$ cat config.mk
export PLATFORM = sky130hd
export DESIGN_NAME = tccu_top
export DESIGN_NICKNAME = d
export VERILOG_FILES = /design/src/hw/tccu_pkg.sv /design/src/hw/tccu_edge_presc.sv /design/src/hw/tccu_top.sv
export SDC_FILE = /design/constraint.sdc
export NUM_CORES = 1
export LEC_CHECK = 0
export BUFFER_PORTS_ARGS = -buffer_cell sky130_fd_sc_hd__buf_2
export CAP_MARGIN = 10
export CORE_AREA = 2 2 69 71
export CTS_CLUSTER_DIAMETER = 40
export DETAILED_ROUTE_END_ITERATION = 12
export DIE_AREA = 0 0 71 73
export PLACE_DENSITY = 0.87
export SYNTH_ARGS = -nofsm -noshare
export SYNTH_HDL_FRONTEND = slang
export SYNTH_HIERARCHICAL = 1
export SYNTH_SLANG_ARGS = --single-unit
$ cat constraint.sdc
create_clock -name CORE_CLK -period 2.7 [get_ports CORE_CLK]
set_input_delay 0.27 -clock CORE_CLK [delete_from_list [all_inputs] [get_ports CORE_CLK]]
set_output_delay 0.27 -clock CORE_CLK [all_outputs]
set_load 0.01 [all_outputs]
$ cat src/hw/tccu_pkg.sv
// Constants and types shared by the timer capture/compare unit
`default_nettype none
package tccu_pkg;
  // Register indices on the plain register port
  localparam logic [1:0] TCCU_ADDR_CTRL = 2'h0;
  localparam logic [1:0] TCCU_ADDR_VAL_LOW = 2'h1;
  localparam logic [1:0] TCCU_ADDR_VAL_HIGH = 2'h2;
  localparam logic [1:0] TCCU_ADDR_FLAG = 2'h3;
  // Register field layout and reset values
  localparam int TCCU_MODE_LSB = 0;
  localparam int TCCU_MODE_MSB = 3;
  localparam int TCCU_DUTY_LSB = 4;
  localparam int TCCU_DUTY_MSB = 5;
  localparam int TCCU_FLAG_BIT = 0;
  localparam logic [5:0] TCCU_CTRL_RESET = 6'h00;
  localparam logic [15:0] TCCU_VALUE_RESET = 16'h0000;
  localparam logic [7:0] TCCU_READ_ZERO = 8'h00;
  // Mode field encodings
  localparam logic [3:0] TCCU_MODE_OFF = 4'h0;
  localparam logic [3:0] TCCU_MODE_CAP_FALL = 4'h4;
  localparam logic [3:0] TCCU_MODE_CAP_RISE = 4'h5;
  localparam logic [3:0] TCCU_MODE_CAP_RISE4 = 4'h6;
  localparam logic [3:0] TCCU_MODE_CAP_RISE16 = 4'h7;
  localparam logic [3:0] TCCU_MODE_CMP_SET = 4'h8;
  localparam logic [3:0] TCCU_MODE_CMP_CLR = 4'h9;
  localparam logic [3:0] TCCU_MODE_CMP_SOFT = 4'ha;
  localparam logic [3:0] TCCU_MODE_CMP_TRIG = 4'hb;
  // Upper two mode bits select the group
  localparam logic [1:0] TCCU_GROUP_CAPTURE = 2'h1;
  localparam logic [1:0] TCCU_GROUP_COMPARE = 2'h2;
  // Edge prescaler counter
  localparam int TCCU_PRESC_W = 4;
  localparam logic [3:0] TCCU_PRESC_ZERO = 4'h0;
  localparam logic [3:0] TCCU_PRESC_ONE = 4'h1;
  localparam logic [3:0] TCCU_PRESC_LAST4 = 4'h3;
  localparam logic [3:0] TCCU_PRESC_LAST16 = 4'hf;
  localparam logic [3:0] TCCU_PRESC_MASK4 = 4'h3;
  // Capture event selection
  // Four-state base so the selection can travel on a net port
  typedef enum logic [2:0] {TCCU_EDGE_NONE, TCCU_EDGE_FALL, TCCU_EDGE_RISE, TCCU_EDGE_RISE4,
                TCCU_EDGE_RISE16} tccu_edge_t;
endpackage : tccu_pkg
`default_nettype wire

$ cat src/hw/tccu_edge_presc.sv
// Pin edge detector and capture edge prescaler
`timescale 1ns/1ps
`default_nettype none
module tccu_edge_presc (
  input wire logic clk,
  input wire logic rstn,
  input wire logic ce,
  input wire logic pin_level,
  input wire tccu_pkg::tccu_edge_t sel,
  output logic capture_evt
);
  import tccu_pkg::*;

  logic pin_prev_q; // Pin level one cycle ago
  logic [TCCU_PRESC_W-1:0] presc_q; // Rising edge count
  logic rise; // Rising edge this cycle
  logic fall; // Falling edge this cycle

  // The real pin level is watched, whoever drives it
  assign rise = pin_level & ~pin_prev_q;
  assign fall = ~pin_level & pin_prev_q;

  // Previous pin level
  always_ff @(posedge clk) begin
    if (!rstn) begin
      pin_prev_q <= 1'b0;
    end else if (ce) begin
      pin_prev_q <= pin_level;
    end
  end

  // Prescaler: cleared outside capture, kept across capture changes
  always_ff @(posedge clk) begin
    if (!rstn) begin
      presc_q <= TCCU_PRESC_ZERO;
    end else if (ce) begin
      if (sel == TCCU_EDGE_NONE) begin
        presc_q <= TCCU_PRESC_ZERO;
      end else if (rise) begin
        presc_q <= presc_q + TCCU_PRESC_ONE;
      end
    end
  end

  // Event selection per mode
  always_comb begin
    case (sel)
      TCCU_EDGE_FALL: capture_evt = fall;
      TCCU_EDGE_RISE: capture_evt = rise;
      TCCU_EDGE_RISE4: begin
        capture_evt = rise & ((presc_q & TCCU_PRESC_MASK4) == TCCU_PRESC_LAST4);
      end
      TCCU_EDGE_RISE16: capture_evt = rise & (presc_q == TCCU_PRESC_LAST16);
      default: capture_evt = 1'b0;
    endcase
  end
endmodule : tccu_edge_presc
`default_nettype wire

$ cat src/hw/tccu_top.sv
// Capture/compare unit tied to timer one
`timescale 1ns/1ps
`default_nettype none
module tccu_top (
  input wire logic CORE_CLK,
  input wire logic RSTN,
  input wire logic CE,
  input wire logic [1:0] ADDR,
  input wire logic [7:0] WDATA,
  input wire logic WR,
  input wire logic RD,
  output logic [7:0] RDATA,
  input wire logic [15:0] TIMER_COUNT,
  input wire logic TIMER_TICK,
  input wire logic ADC_ENABLE,
  input wire logic PIN_IN,
  output logic PIN_OUT,
  output logic PIN_OE,
  output logic EVENT_FLAG,
  output logic SPECIAL_TRIGGER,
  output logic TIMER_RESET,
  output logic ADC_START
);
  import tccu_pkg::*;

  logic [5:0] ctrl_q; // Duty bits and mode field
  logic [3:0] mode; // Current mode field
  logic [15:0] value_q; // Capture/compare value pair
  logic flag_q; // Sticky event flag
  logic latch_q; // Compare output latch
  logic oe_q; // Unit owns the pin
  logic equal_q; // Equality seen last cycle
  logic pending_q; // Timer reset waiting for next timer tick
  logic trig_q; // Trigger pulse
  logic adc_q; // Conversion start pulse
  logic treset_q; // Timer reset pulse
  logic [7:0] rdata_q; // Read data register
  logic wr_ctrl; // Control write this cycle
  logic is_capture; // Capture group selected
  logic is_compare; // Compare group selected
  logic equal; // Timer equals value now
  logic match_rise; // New compare match
  logic capture_evt; // Capture event from prescaler
  logic flag_clr; // Software clear of the flag
  logic [3:0] new_mode; // Mode being written
  tccu_edge_t edge_sel; // Capture event selection

  assign mode = ctrl_q[TCCU_MODE_MSB:TCCU_MODE_LSB];
  assign new_mode = WDATA[TCCU_MODE_MSB:TCCU_MODE_LSB];
  assign wr_ctrl = CE & WR & (ADDR == TCCU_ADDR_CTRL);
  assign is_capture = (mode[3:2] == TCCU_GROUP_CAPTURE);
  assign is_compare = (mode[3:2] == TCCU_GROUP_COMPARE);
  // Equality checked on every cycle against the live timer
  assign equal = (TIMER_COUNT == value_q);
  // Only the first cycle of equality counts, so a standing match fires once
  assign match_rise = is_compare & equal & ~equal_q;
  assign flag_clr = CE & WR & (ADDR == TCCU_ADDR_FLAG) & WDATA[TCCU_FLAG_BIT];

  // Mode field to capture event selection
  always_comb begin
    case (mode)
      TCCU_MODE_CAP_FALL: edge_sel = TCCU_EDGE_FALL;
      TCCU_MODE_CAP_RISE: edge_sel = TCCU_EDGE_RISE;
      TCCU_MODE_CAP_RISE4: edge_sel = TCCU_EDGE_RISE4;
      TCCU_MODE_CAP_RISE16: edge_sel = TCCU_EDGE_RISE16;
      default: edge_sel = TCCU_EDGE_NONE;
    endcase
  end

  // Pin edge detection and prescaling
  tccu_edge_presc i_tccu_edge_presc (
    .clk(CORE_CLK),
    .rstn(RSTN),
    .ce(CE),
    .pin_level(PIN_IN),
    .sel(edge_sel),
    .capture_evt(capture_evt)
  );

  // Control register; upper bits are unimplemented
  // Bits 7:6 are not stored and read back as zero
  always_ff @(posedge CORE_CLK) begin
    if (!RSTN) begin
      ctrl_q <= TCCU_CTRL_RESET;
    end else if (wr_ctrl) begin
      ctrl_q <= WDATA[TCCU_DUTY_MSB:0];
    end
  end

  // Value pair: capture wins over a software write
  // Halves are written independently, with no latching between bytes
  always_ff @(posedge CORE_CLK) begin
    if (!RSTN) begin
      value_q <= TCCU_VALUE_RESET;
    end else if (CE) begin
      if (capture_evt) begin
        value_q <= TIMER_COUNT;
      end else if (WR && ADDR == TCCU_ADDR_VAL_LOW) begin
        value_q[7:0] <= WDATA;
      end else if (WR && ADDR == TCCU_ADDR_VAL_HIGH) begin
        value_q[15:8] <= WDATA;
      end
    end
  end

  // Event flag: set wins over the software clear
  // An event in the cycle of a clear must not be lost
  always_ff @(posedge CORE_CLK) begin
    if (!RSTN) begin
      flag_q <= 1'b0;
    end else if (CE) begin
      if (capture_evt || match_rise) begin
        flag_q <= 1'b1;
      end else if (flag_clr) begin
        flag_q <= 1'b0;
      end
    end
  end

  // Compare output latch and pin ownership
  // Presetting the opposite level makes the first match visible on the pin
  always_ff @(posedge CORE_CLK) begin
    if (!RSTN) begin
      latch_q <= 1'b0;
      oe_q <= 1'b0;
    end else if (CE) begin
      if (wr_ctrl) begin
        // Only set and clear modes own the pin
        oe_q <= (new_mode == TCCU_MODE_CMP_SET) || (new_mode == TCCU_MODE_CMP_CLR);
        if (new_mode == TCCU_MODE_OFF) begin
          latch_q <= 1'b0;
        end else if (new_mode == TCCU_MODE_CMP_SET && mode != TCCU_MODE_CMP_SET) begin
          latch_q <= 1'b0;
        end else if (new_mode == TCCU_MODE_CMP_CLR && mode != TCCU_MODE_CMP_CLR) begin
          latch_q <= 1'b1;
        end
      end else if (match_rise && mode == TCCU_MODE_CMP_SET) begin
        latch_q <= 1'b1;
      end else if (match_rise && mode == TCCU_MODE_CMP_CLR) begin
        latch_q <= 1'b0;
      end
    end
  end

  // Equality history for match edge detection
  // Frozen with the clock enable so a paused timer cannot fake an edge
  always_ff @(posedge CORE_CLK) begin
    if (!RSTN) begin
      equal_q <= 1'b0;
    end else if (CE) begin
      equal_q <= equal;
    end
  end

  // Special trigger and conversion start, one pulse at the match
  // The converter start is gated by its enable at the moment of the match
  always_ff @(posedge CORE_CLK) begin
    if (!RSTN) begin
      trig_q <= 1'b0;
      adc_q <= 1'b0;
    end else if (CE) begin
      trig_q <= match_rise & (mode == TCCU_MODE_CMP_TRIG);
      adc_q <= match_rise & (mode == TCCU_MODE_CMP_TRIG) & ADC_ENABLE;
    end
  end

  // Timer reset waits for the next timer tick and a standing match
  // A tick in the match cycle itself is not counted as the next tick
  // Leaving the trigger mode drops a reset still waiting
  always_ff @(posedge CORE_CLK) begin
    if (!RSTN) begin
      pending_q <= 1'b0;
      treset_q <= 1'b0;
    end else if (CE) begin
      // Separate from the timer overflow flag, which it never touches
      treset_q <= TIMER_TICK & pending_q & equal & (mode == TCCU_MODE_CMP_TRIG);
      if (match_rise && mode == TCCU_MODE_CMP_TRIG) begin
        pending_q <= 1'b1;
      end else if (TIMER_TICK || mode != TCCU_MODE_CMP_TRIG) begin
        pending_q <= 1'b0;
      end
    end
  end

  // Read data, valid in the cycle after the read strobe
  // Returns to zero on an enabled cycle with no read pending; holds its last value while CE is low
  always_ff @(posedge CORE_CLK) begin
    if (!RSTN) begin
      rdata_q <= TCCU_READ_ZERO;
    end else if (CE) begin
      if (RD) begin
        case (ADDR)
          TCCU_ADDR_CTRL: rdata_q <= {2'h0, ctrl_q};
          TCCU_ADDR_VAL_LOW: rdata_q <= value_q[7:0];
          TCCU_ADDR_VAL_HIGH: rdata_q <= value_q[15:8];
          TCCU_ADDR_FLAG: rdata_q <= {7'h00, flag_q};
          default: rdata_q <= TCCU_READ_ZERO;
        endcase
      end else begin
        rdata_q <= TCCU_READ_ZERO;
      end
    end
  end

  // Outputs straight from flip-flops
  assign RDATA = rdata_q;
  assign PIN_OUT = latch_q;
  assign PIN_OE = oe_q;
  assign EVENT_FLAG = flag_q;
  assign SPECIAL_TRIGGER = trig_q;
  assign TIMER_RESET = treset_q;
  assign ADC_START = adc_q;

  // Checks on the behaviour above
  a_capture_value: assert property (@(posedge CORE_CLK) disable iff (!RSTN)
    CE && capture_evt |=> value_q == $past(TIMER_COUNT))
    else $error("captured value differs from timer count");
  a_capture_flag: assert property (@(posedge CORE_CLK) disable iff (!RSTN)
    CE && capture_evt |=> flag_q)
    else $error("capture did not set the event flag");
  a_flag_holds: assert property (@(posedge CORE_CLK) disable iff (!RSTN)
    flag_q && !(CE && WR && ADDR == TCCU_ADDR_FLAG) |=> flag_q)
    else $error("event flag cleared without software");
  a_match_flag: assert property (@(posedge CORE_CLK) disable iff (!RSTN)
    CE && match_rise |=> flag_q)
    else $error("compare match did not set the event flag");
  a_presc_clear: assert property (@(posedge CORE_CLK) disable iff (!RSTN)
    CE && !is_capture |=> i_tccu_edge_presc.presc_q == TCCU_PRESC_ZERO)
    else $error("prescaler not cleared outside capture");
  a_off_latch: assert property (@(posedge CORE_CLK) disable iff (!RSTN)
    wr_ctrl && new_mode == TCCU_MODE_OFF |=> !PIN_OUT && !PIN_OE)
    else $error("control write of zero left latch high");
  a_soft_nopin: assert property (@(posedge CORE_CLK) disable iff (!RSTN)
    mode == TCCU_MODE_CMP_SOFT && !wr_ctrl |=> !PIN_OE)
    else $error("software event mode took the pin");
  a_set_match: assert property (@(posedge CORE_CLK) disable iff (!RSTN)
    CE && match_rise && mode == TCCU_MODE_CMP_SET && !wr_ctrl |=> PIN_OUT && PIN_OE)
    else $error("set on match did not drive pin high");
  a_trig_now: assert property (@(posedge CORE_CLK) disable iff (!RSTN)
    CE && match_rise && mode == TCCU_MODE_CMP_TRIG |=> SPECIAL_TRIGGER ##1 !SPECIAL_TRIGGER)
    else $error("special trigger not a one cycle pulse at match");
  a_reset_cause: assert property (@(posedge CORE_CLK) disable iff (!RSTN)
    TIMER_RESET |-> $past(pending_q) && $past(equal) && $past(TIMER_TICK))
    else $error("timer reset without standing match at a tick");

  // Capture edges and prescaler
  a_fall_capture: assert property (@(posedge CORE_CLK) disable iff (!RSTN)
    CE && $past(CE) && mode == TCCU_MODE_CAP_FALL && $fell(PIN_IN) |-> capture_evt)
    else $error("falling edge missed in falling capture mode");
  a_rise_capture: assert property (@(posedge CORE_CLK) disable iff (!RSTN)
    CE && $past(CE) && mode == TCCU_MODE_CAP_RISE && $rose(PIN_IN) |-> capture_evt)
    else $error("rising edge missed in rising capture mode");
  a_presc_reset: assert property (@(posedge CORE_CLK)
    !RSTN |=> i_tccu_edge_presc.presc_q == TCCU_PRESC_ZERO)
    else $error("prescaler not cleared by reset");
  a_capture_pin: assert property (@(posedge CORE_CLK) disable iff (!RSTN)
    is_capture && !wr_ctrl |=> !PIN_OE)
    else $error("capture mode took the pin");

  // Flag clearing by software
  a_flag_clear: assert property (@(posedge CORE_CLK) disable iff (!RSTN)
    flag_clr && !capture_evt && !match_rise |=> !flag_q)
    else $error("software clear left the event flag set");

  // Compare matches and pin control
  a_match_seen: assert property (@(posedge CORE_CLK) disable iff (!RSTN)
    CE && $past(CE) && is_compare && equal && !$past(equal) |-> match_rise)
    else $error("new equality not taken as a match");
  a_clr_match: assert property (@(posedge CORE_CLK) disable iff (!RSTN)
    CE && match_rise && mode == TCCU_MODE_CMP_CLR && !wr_ctrl |=> !PIN_OUT && PIN_OE)
    else $error("clear on match did not drive pin low");
  a_set_preset: assert property (@(posedge CORE_CLK) disable iff (!RSTN)
    wr_ctrl && new_mode == TCCU_MODE_CMP_SET && mode != TCCU_MODE_CMP_SET |=> !PIN_OUT && PIN_OE)
    else $error("set mode entry did not preset pin low");
  a_clr_preset: assert property (@(posedge CORE_CLK) disable iff (!RSTN)
    wr_ctrl && new_mode == TCCU_MODE_CMP_CLR && mode != TCCU_MODE_CMP_CLR |=> PIN_OUT && PIN_OE)
    else $error("clear mode entry did not preset pin high");
  a_trig_nopin: assert property (@(posedge CORE_CLK) disable iff (!RSTN)
    mode == TCCU_MODE_CMP_TRIG && !wr_ctrl |=> !PIN_OE)
    else $error("trigger mode took the pin");

  // Trigger, conversion start and timer reset
  a_trig_cause: assert property (@(posedge CORE_CLK) disable iff (!RSTN)
    SPECIAL_TRIGGER && $past(CE) |-> $past(match_rise) && $past(mode) == TCCU_MODE_CMP_TRIG)
    else $error("special trigger without a match in trigger mode");
  a_adc_start: assert property (@(posedge CORE_CLK) disable iff (!RSTN)
    CE && match_rise && mode == TCCU_MODE_CMP_TRIG |=> ADC_START == $past(ADC_ENABLE))
    else $error("conversion start does not follow converter enable");
  a_reset_mode: assert property (@(posedge CORE_CLK) disable iff (!RSTN)
    TIMER_RESET |-> $past(mode) == TCCU_MODE_CMP_TRIG)
    else $error("timer reset outside trigger mode");
  a_pending_drop: assert property (@(posedge CORE_CLK) disable iff (!RSTN)
    CE && pending_q && TIMER_TICK && !equal |=> !TIMER_RESET && !pending_q)
    else $error("timer reset not skipped after lost match");

  // Scenario covers
  c_capture: cover property (@(posedge CORE_CLK) disable iff (!RSTN)
    CE && capture_evt && edge_sel == TCCU_EDGE_RISE16);
  c_trigger: cover property (@(posedge CORE_CLK) disable iff (!RSTN) TIMER_RESET);
  c_skip: cover property (@(posedge CORE_CLK) disable iff (!RSTN)
    CE && pending_q && TIMER_TICK && !equal);
  c_clear_pin: cover property (@(posedge CORE_CLK) disable iff (!RSTN)
    PIN_OE && $fell(PIN_OUT));
  c_fall_capture: cover property (@(posedge CORE_CLK) disable iff (!RSTN)
    CE && capture_evt && edge_sel == TCCU_EDGE_FALL);
endmodule : tccu_top
`default_nettype wire

# Word level (Yosys, flattened, before mapping)
# Cells that the tools add are included.
[word_totals] output_inout_bits=14 elab_cells=104 input_bits=34 reg_bits=43
[classes] muxes=20 addsub=1 n_reduce_logical=26 n_eq_ne=25 bitwise_logic=18
[op_table] cell="$mux 8" n=4
[op_table] cell="$pmux 8 s4" n=1
[op_table] cell="$eq 4x4->1 const B" n=6
[op_table] cell="$eq 16x16->1" n=1
[op_table] cell="$eq 4x3->1 const B" n=4
[op_table] cell="$mux 16" n=1
[op_table] cell="$and 1x1->1" n=15
[op_table] cell="$ne 4x4->1 const B" n=3
[op_table] cell="$pmux 3 s4" n=1
[op_table] cell="$mux 1" n=10
[op_table] cell="$reduce_and 2->1" n=5
[op_table] cell="$reduce_bool 2->1" n=5
[op_table] cell="$eq 2x2->1 const B" n=4
[op_table] cell="$mux 4" n=2
[op_table] cell="$logic_and 1x1->1" n=7
[op_table] cell="$eq 3x2->1 const B" n=2
[op_table] cell="$reduce_and 3->1" n=2
[op_table] cell="$add 4x1->4 const B" n=1
[op_table] cell="$logic_not 4->1" n=1
[op_table] cell="$ne 4x1->1 const B" n=1
[op_table] cell="$pmux 1 s4" n=1
[op_table] cell="$eq 3x1->1 const B" n=1
[op_table] cell="$eq 3x3->1 const B" n=1
[op_table] cell="$logic_not 3->1" n=1
[op_table] cell="6 further kinds" n=10

# Longest topological paths before layout
[depth] word_depth=7 depth_mapped=12 mapped_depth_nobuf=9

# Modules after synthesis
# Netlist, hierarchy kept.
[modules_own_cells] mod="tccu_top" instances=1 cells_per_inst=249 area_each_um2=2013.2
[modules_own_cells] mod="tccu_edge_presc" instances=1 cells_per_inst=32 area_each_um2=314.1

# Worst setup path before layout
# Ideal clock, no wire load.
[synth_timing] kind="register -> register" start="register ctrl_q[0]" end="register value_q[13]" setup_ns=0.086 path_buffers=4 setup_slack_ns=0.383 stages_incl_launch_ff=12 arrival_time_ns=2.231 cell_sequence="dfxtp_1 clkbuf_1 xnor2_1 nor2_1 and4bb_2 a311oi_1 a21oi_1 clkbuf_1 buf_2 clkbuf_1 a21oi_1 a211oi_1"
[synth_via] elab_chain_cells=6
[synth_rtl] element="start, declared" line="tccu_top.sv:26" rtl="logic [5:0] ctrl_q;"
[synth_rtl] element="start signal, assigned" line="tccu_top.sv:86" rtl="ctrl_q <= WDATA[TCCU_DUTY_MSB:0];"
[synth_rtl] element="$eq 4x3->1" line="tccu_top.sv:61" rtl="case (mode)"
[synth_rtl] element="$pmux 3 s4 (*)" line="tccu_top.sv:61"
[synth_rtl] element="net edge_sel[1]" line="tccu_top.sv:46" rtl="tccu_edge_t edge_sel;"
[synth_rtl] element="$eq 3x3->1, or another cell as far along" line="tccu_edge_presc.sv:47" rtl="case (sel)"
[synth_rtl] element="$pmux 1 s4 (*)" line="tccu_edge_presc.sv:47"
[synth_rtl] element="net capture_evt" line="tccu_top.sv:43" rtl="logic capture_evt;"
[synth_rtl] element="$ne 2x2->1 (no source line) or $reduce_bool 2->1 (tied branches)"
[synth_rtl] element="$reduce_and 3->1 (no source line)"
[synth_rtl] element="end signal, assigned" line="tccu_top.sv:94" rtl="value_q <= TCCU_VALUE_RESET;"
[synth_rtl] element="end signal, assigned" line="tccu_top.sv:97" rtl="value_q <= TIMER_COUNT;"
[synth_rtl] element="end signal, assigned" line="tccu_top.sv:101" rtl="value_q[15:8] <= WDATA;"
[synth_rtl] element="end, declared" line="tccu_top.sv:28" rtl="logic [15:0] value_q;"
# Mark *: on every way through the listed nets, which the timed path passes. The rest lies on a longest branch.
# A chain may end at the register's enable or synchronous reset.

# Worst setup path in the final report
[layout_timing] start="register ctrl_q[0]" end="register value_q[6]"
[layout_via] elab_chain_cells=6
[layout_rtl] element="$eq 4x3->1" line="tccu_top.sv:61"
[layout_rtl] element="$pmux 3 s4 (*)" line="tccu_top.sv:61"
[layout_rtl] element="net edge_sel[1]" line="tccu_top.sv:46"
[layout_rtl] element="$eq 3x3->1, or another cell as far along" line="tccu_edge_presc.sv:47"
[layout_rtl] element="$pmux 1 s4 (*)" line="tccu_edge_presc.sv:47"
[layout_rtl] element="net capture_evt" line="tccu_top.sv:43"
[layout_rtl] element="$reduce_bool 2->1 (no source line)"
[layout_rtl] element="$reduce_and 2->1 (no source line)"
[layout_rtl] element="end signal, assigned" line="tccu_top.sv:94"
[layout_rtl] element="end signal, assigned" line="tccu_top.sv:97"
[layout_rtl] element="end signal, assigned" line="tccu_top.sv:99" rtl="value_q[7:0] <= WDATA;"
# Marked as above.

==> results.sh <==
export IMPL_async_reset_ff_share_pct=0
export IMPL_critPathLaunch="ctrl_q[0]"
export IMPL_critical_path_class="flip-flop to flip-flop"
export IMPL_fin_util_pct=58.81
export IMPL_cts_resized=0
export IMPL_grt_max_degree=31
export IMPL_tightest_slew_ns=0.9391
export IMPL_slew_headroom_pct=37.32
export IMPL_synth_area_per_cell_um2=8.282
export IMPL_layout_drive_gt1_share_pct=21.25
export IMPL_cts_path_max_buffers=2
export IMPL_intPower_uw=990.2
export IMPL_nNetsFinal=354
export IMPL_slew_viol_final=0
export IMPL_cts_buffers=5
export IMPL_port_buffers=47
export IMPL_combPwrFrac_pct=11.7
export IMPL_gp_congestion=0.8295
export IMPL_cts_root_buf="clkbuf_8"
export IMPL_finalHoldViolCount=0
export IMPL_placed_area_um2=2555
export IMPL_grt_total_usage_pct=21.41
export IMPL_synth_nets=316
export IMPL_timing_rr_end="value_q[6]"
export IMPL_p_sw_share_pct=25.40
export IMPL_rsz0062_at_grt="no"
export IMPL_r2r_cells=9
export IMPL_grt_pass1_wl_um=8763
export IMPL_cp_depth=9
export IMPL_setup_viol=0
export IMPL_grt_overflow=0
export IMPL_drt_iter0_drc=179
export IMPL_worstSetupStartpointType="flip-flop"
export IMPL_status="completed"
export IMPL_fin_skew_ns=0.009736
export IMPL_core_area_um2=4536
export IMPL_antenna_left=0
export IMPL_viasPerCell=5.762
export IMPL_slowest_stage="dfxtp_1"
export IMPL_drv_cap=0
export IMPL_post_drt_wl_per_cell_um=14.67
export IMPL_drtPass1Iterations=5
export IMPL_p_sw_uw=337.0
export IMPL_hp_start="WDATA[5]"
export IMPL_max_freq_mhz=421.7
export IMPL_synth_area_um2=2327
export IMPL_synthFlopType="dfxtp_1"
export IMPL_synth_cells=281
export IMPL_vdd_drop_max_mv=0.2677
export IMPL_worst_setup_hold_path_clk_slew_ns=0.09
export IMPL_dieArea_um2=5183
export IMPL_final_setup_tns_ns=0
export IMPL_finalCritPeriodShare_pct=87.83
export IMPL_initial_core_util_pct=51.31
export IMPL_holdPathStages=3
export IMPL_antenna_found_initial=0
export IMPL_area_delta_synth_final_pct=14.62
export IMPL_io_pins=48
export IMPL_worstHoldPathType="input pin to flip-flop"
export IMPL_r2r_setup_slack_ns=0.33
export IMPL_cts_hold_fix_buffers=0
export IMPL_clk_latency_ns=0.30
export IMPL_grt_pass1_vias=1916
export IMPL_antenna_cells=0
export IMPL_p_leak_uw=0.0009894
export IMPL_finalPower_uw=1327
export IMPL_r2r_start="ctrl_q[0]"
export IMPL_path_buf_inv=1
export IMPL_synth_edff_count=0
export IMPL_pwr_share_seq_pct=49.8
export IMPL_cts_htree_levels=2
export IMPL_synth_seq_cells=43
export IMPL_worstPathRequired_ns=2.90
export IMPL_drt_total_wl_um=5486
export IMPL_crit_family="compound AO/OA/AOI/OAI gates"
export IMPL_yosysSeqAreaShare_pct=36.99
export IMPL_max_stage_delay_ns=0.49
export IMPL_nFillCells=404
export IMPL_die_y_um=73
export IMPL_routed_via_count=2155
export IMPL_design_area_um2=2668
export IMPL_yosysUniqueCellTypes=47
export IMPL_power_density_nw_per_um2=497.5
export IMPL_min_to="ctrl_q[5]"
export IMPL_die_w_um=71
export IMPL_rows=25
export IMPL_place_hpwl_um=3914
export IMPL_post_cts_buffers=0
export IMPL_yosysWarningCount=6
export IMPL_worstPathArrival_ns=2.58
export IMPL_clockPowerShare_pct=38.5
export IMPL_finalCriticalPeriod_ns=2.371
export IMPL_crit_chain="xnor2_1 -> nor2_1 -> and4bb_2 -> a311oi_1 -> a21oi_2 -> buf_4 -> nor2b_1 -> a21oi_1 -> a211oi_1"
export IMPL_cts_sinks=43
export IMPL_cp_end_kind="flip-flop"
export IMPL_tritoncts="built"
export IMPL_drc_errors=0
export IMPL_path_max_fanout=24
==> power groups by stage <==
stage,logic (µW),clock network (µW),registers [µW]
3_3_place_gp,150,0,675
3_5_place_dp,154,0,676
6_report,155,511,661
2_1_floorplan,101,0,673
4_1_cts,154,513,661
5_1_grt,172,539,663
==> final cells by class <==
type	instances	area, µm²	area share, %
multi-input combinational	216	1365	51.17
tap	54	67.56	2.533
timing repair buffer	48	242.7	9.099
inverter	5	18.77	0.7036
sequential	43	860.8	32.27
clock inverter	3	43.79	1.642
clock buffer	5	68.82	2.580
==> stage by stage <==
| step | instances | hold WS (ns) | setup WS, ns |
|---|---|---|---|
| floorplan | 281 | 0.3917 | 0.3834 |
| global placement | 366 | 0.4468 | 0.5551 |
| detailed placement | 366 | 0.4521 | 0.4123 |
| CTS | 374 | 0.2154 | 0.3519 |
| global route | 374 | 0.2279 | 0.1884 |
| finish | 374 | 0.2178 | 0.3287 |
==> worst max-delay path by stage <==
| stage | endpoint | slack, ns |
|---|---|---|
| CTS | value_q[6] | 0.35 |
| global placement | value_q[4] | 0.56 |
| finish | value_q[6] | 0.33 |
| global route | value_q[12] | 0.19 |
| floorplan | value_q[13] | 0.38 |
| detailed placement | value_q[6] | 0.41 |
==> worst register-to-register path: stages, from the launching register on <==
cell and delay (ns):
dfxtp_1 0.49, xnor2_1 0.12, nor2_1 0.20, and4bb_2 0.27
a311oi_1 0.33, a21oi_2 0.10, buf_4 0.24, nor2b_1 0.17
a21oi_1 0.07, a211oi_1 0.28
==> cell usage after synthesis (2+ instances only) <==
| master | instances | area [µm²] |
|---|---|---|
| clkbuf_1 | 10 | 37.54 |
| xnor2_1 | 18 | 157.7 |
| nor2_1 | 27 | 101.4 |
| buf_4 | 3 | 22.52 |
| a211oi_1 | 16 | 120.1 |
| a21oi_1 | 31 | 155.2 |
| nand4_1 | 7 | 43.79 |
| nand4b_1 | 2 | 17.52 |
| dfxtp_1 | 43 | 860.8 |
| mux2i_1 | 9 | 90.09 |
| nor2b_1 | 12 | 75.07 |
| a22oi_1 | 2 | 15.01 |
| or4b_1 | 2 | 20.02 |
| inv_1 | 4 | 15.01 |
| a31oi_1 | 2 | 12.51 |
| nand2b_1 | 10 | 62.56 |
| a21boi_0 | 5 | 37.54 |
| o21ai_0 | 7 | 35.03 |
| buf_2 | 3 | 15.01 |
| nand3_1 | 12 | 60.06 |
| nand2_1 | 27 | 101.4 |
| o31ai_1 | 2 | 15.01 |
| nand3b_1 | 3 | 22.52 |
==> sequential cells by signal, summed over array words and instances (netlist names) <==
register	cells
EVENT_FLAG	1
value_q	16
PIN_OUT	1
TIMER_RESET	1
pending_q	1
ctrl_q	6
PIN_OE	1
i_tccu_edge_presc/presc_q	4
RDATA	8
SPECIAL_TRIGGER	1
i_tccu_edge_presc/pin_prev_q	1
ADC_START	1
equal_q	1
==> kinds of logic (layout without fill, tap and decap cells) <==
logic type / count (synthesis) / in the layout / share of synthesized area [%]
AO/OA/AOI/OAI: 73 / 73 / 19.73
XOR/XNOR: 18 / 18 / 6.774
adder cells (fa/ha/maj): 1 / 1 / 0.5375
buffers and inverters: 22 / 61 / 4.516
flip-flops: 43 / 43 / 36.99
multiplexers: 11 / 11 / 5.484
AND/OR/NAND/NOR: 113 / 113 / 25.97
==> cell usage in the layout (no fill, tap or decap), types with 7 or more instances in the layout <==
cell and instances:
nand2_1 27, o21ai_0 7, xnor2_1 18, nor2b_1 12
a21oi_1 30, nand2b_1 10, a211oi_1 16, nor2_1 27
nand3_1 12, buf_2 47, dfxtp_1 43, mux2i_1 9
nand4_1 7
==> routing by layer <==
| metal | part of all wire [%] | global-route usage (%) | up-vias |
|---|---|---|---|
| li1 | - | - | 1069 |
| met1 | 44 | 28.82 | 988 |
| met2 | 47 | 34.16 | 80 |
| met3 | 6.9 | 4.972 | 18 |
| met5 | 0 | 0 | - |
| met4 | 2.3 | 6.918 | 0 |
Note: power is estimated with default switching activity, not from simulation.
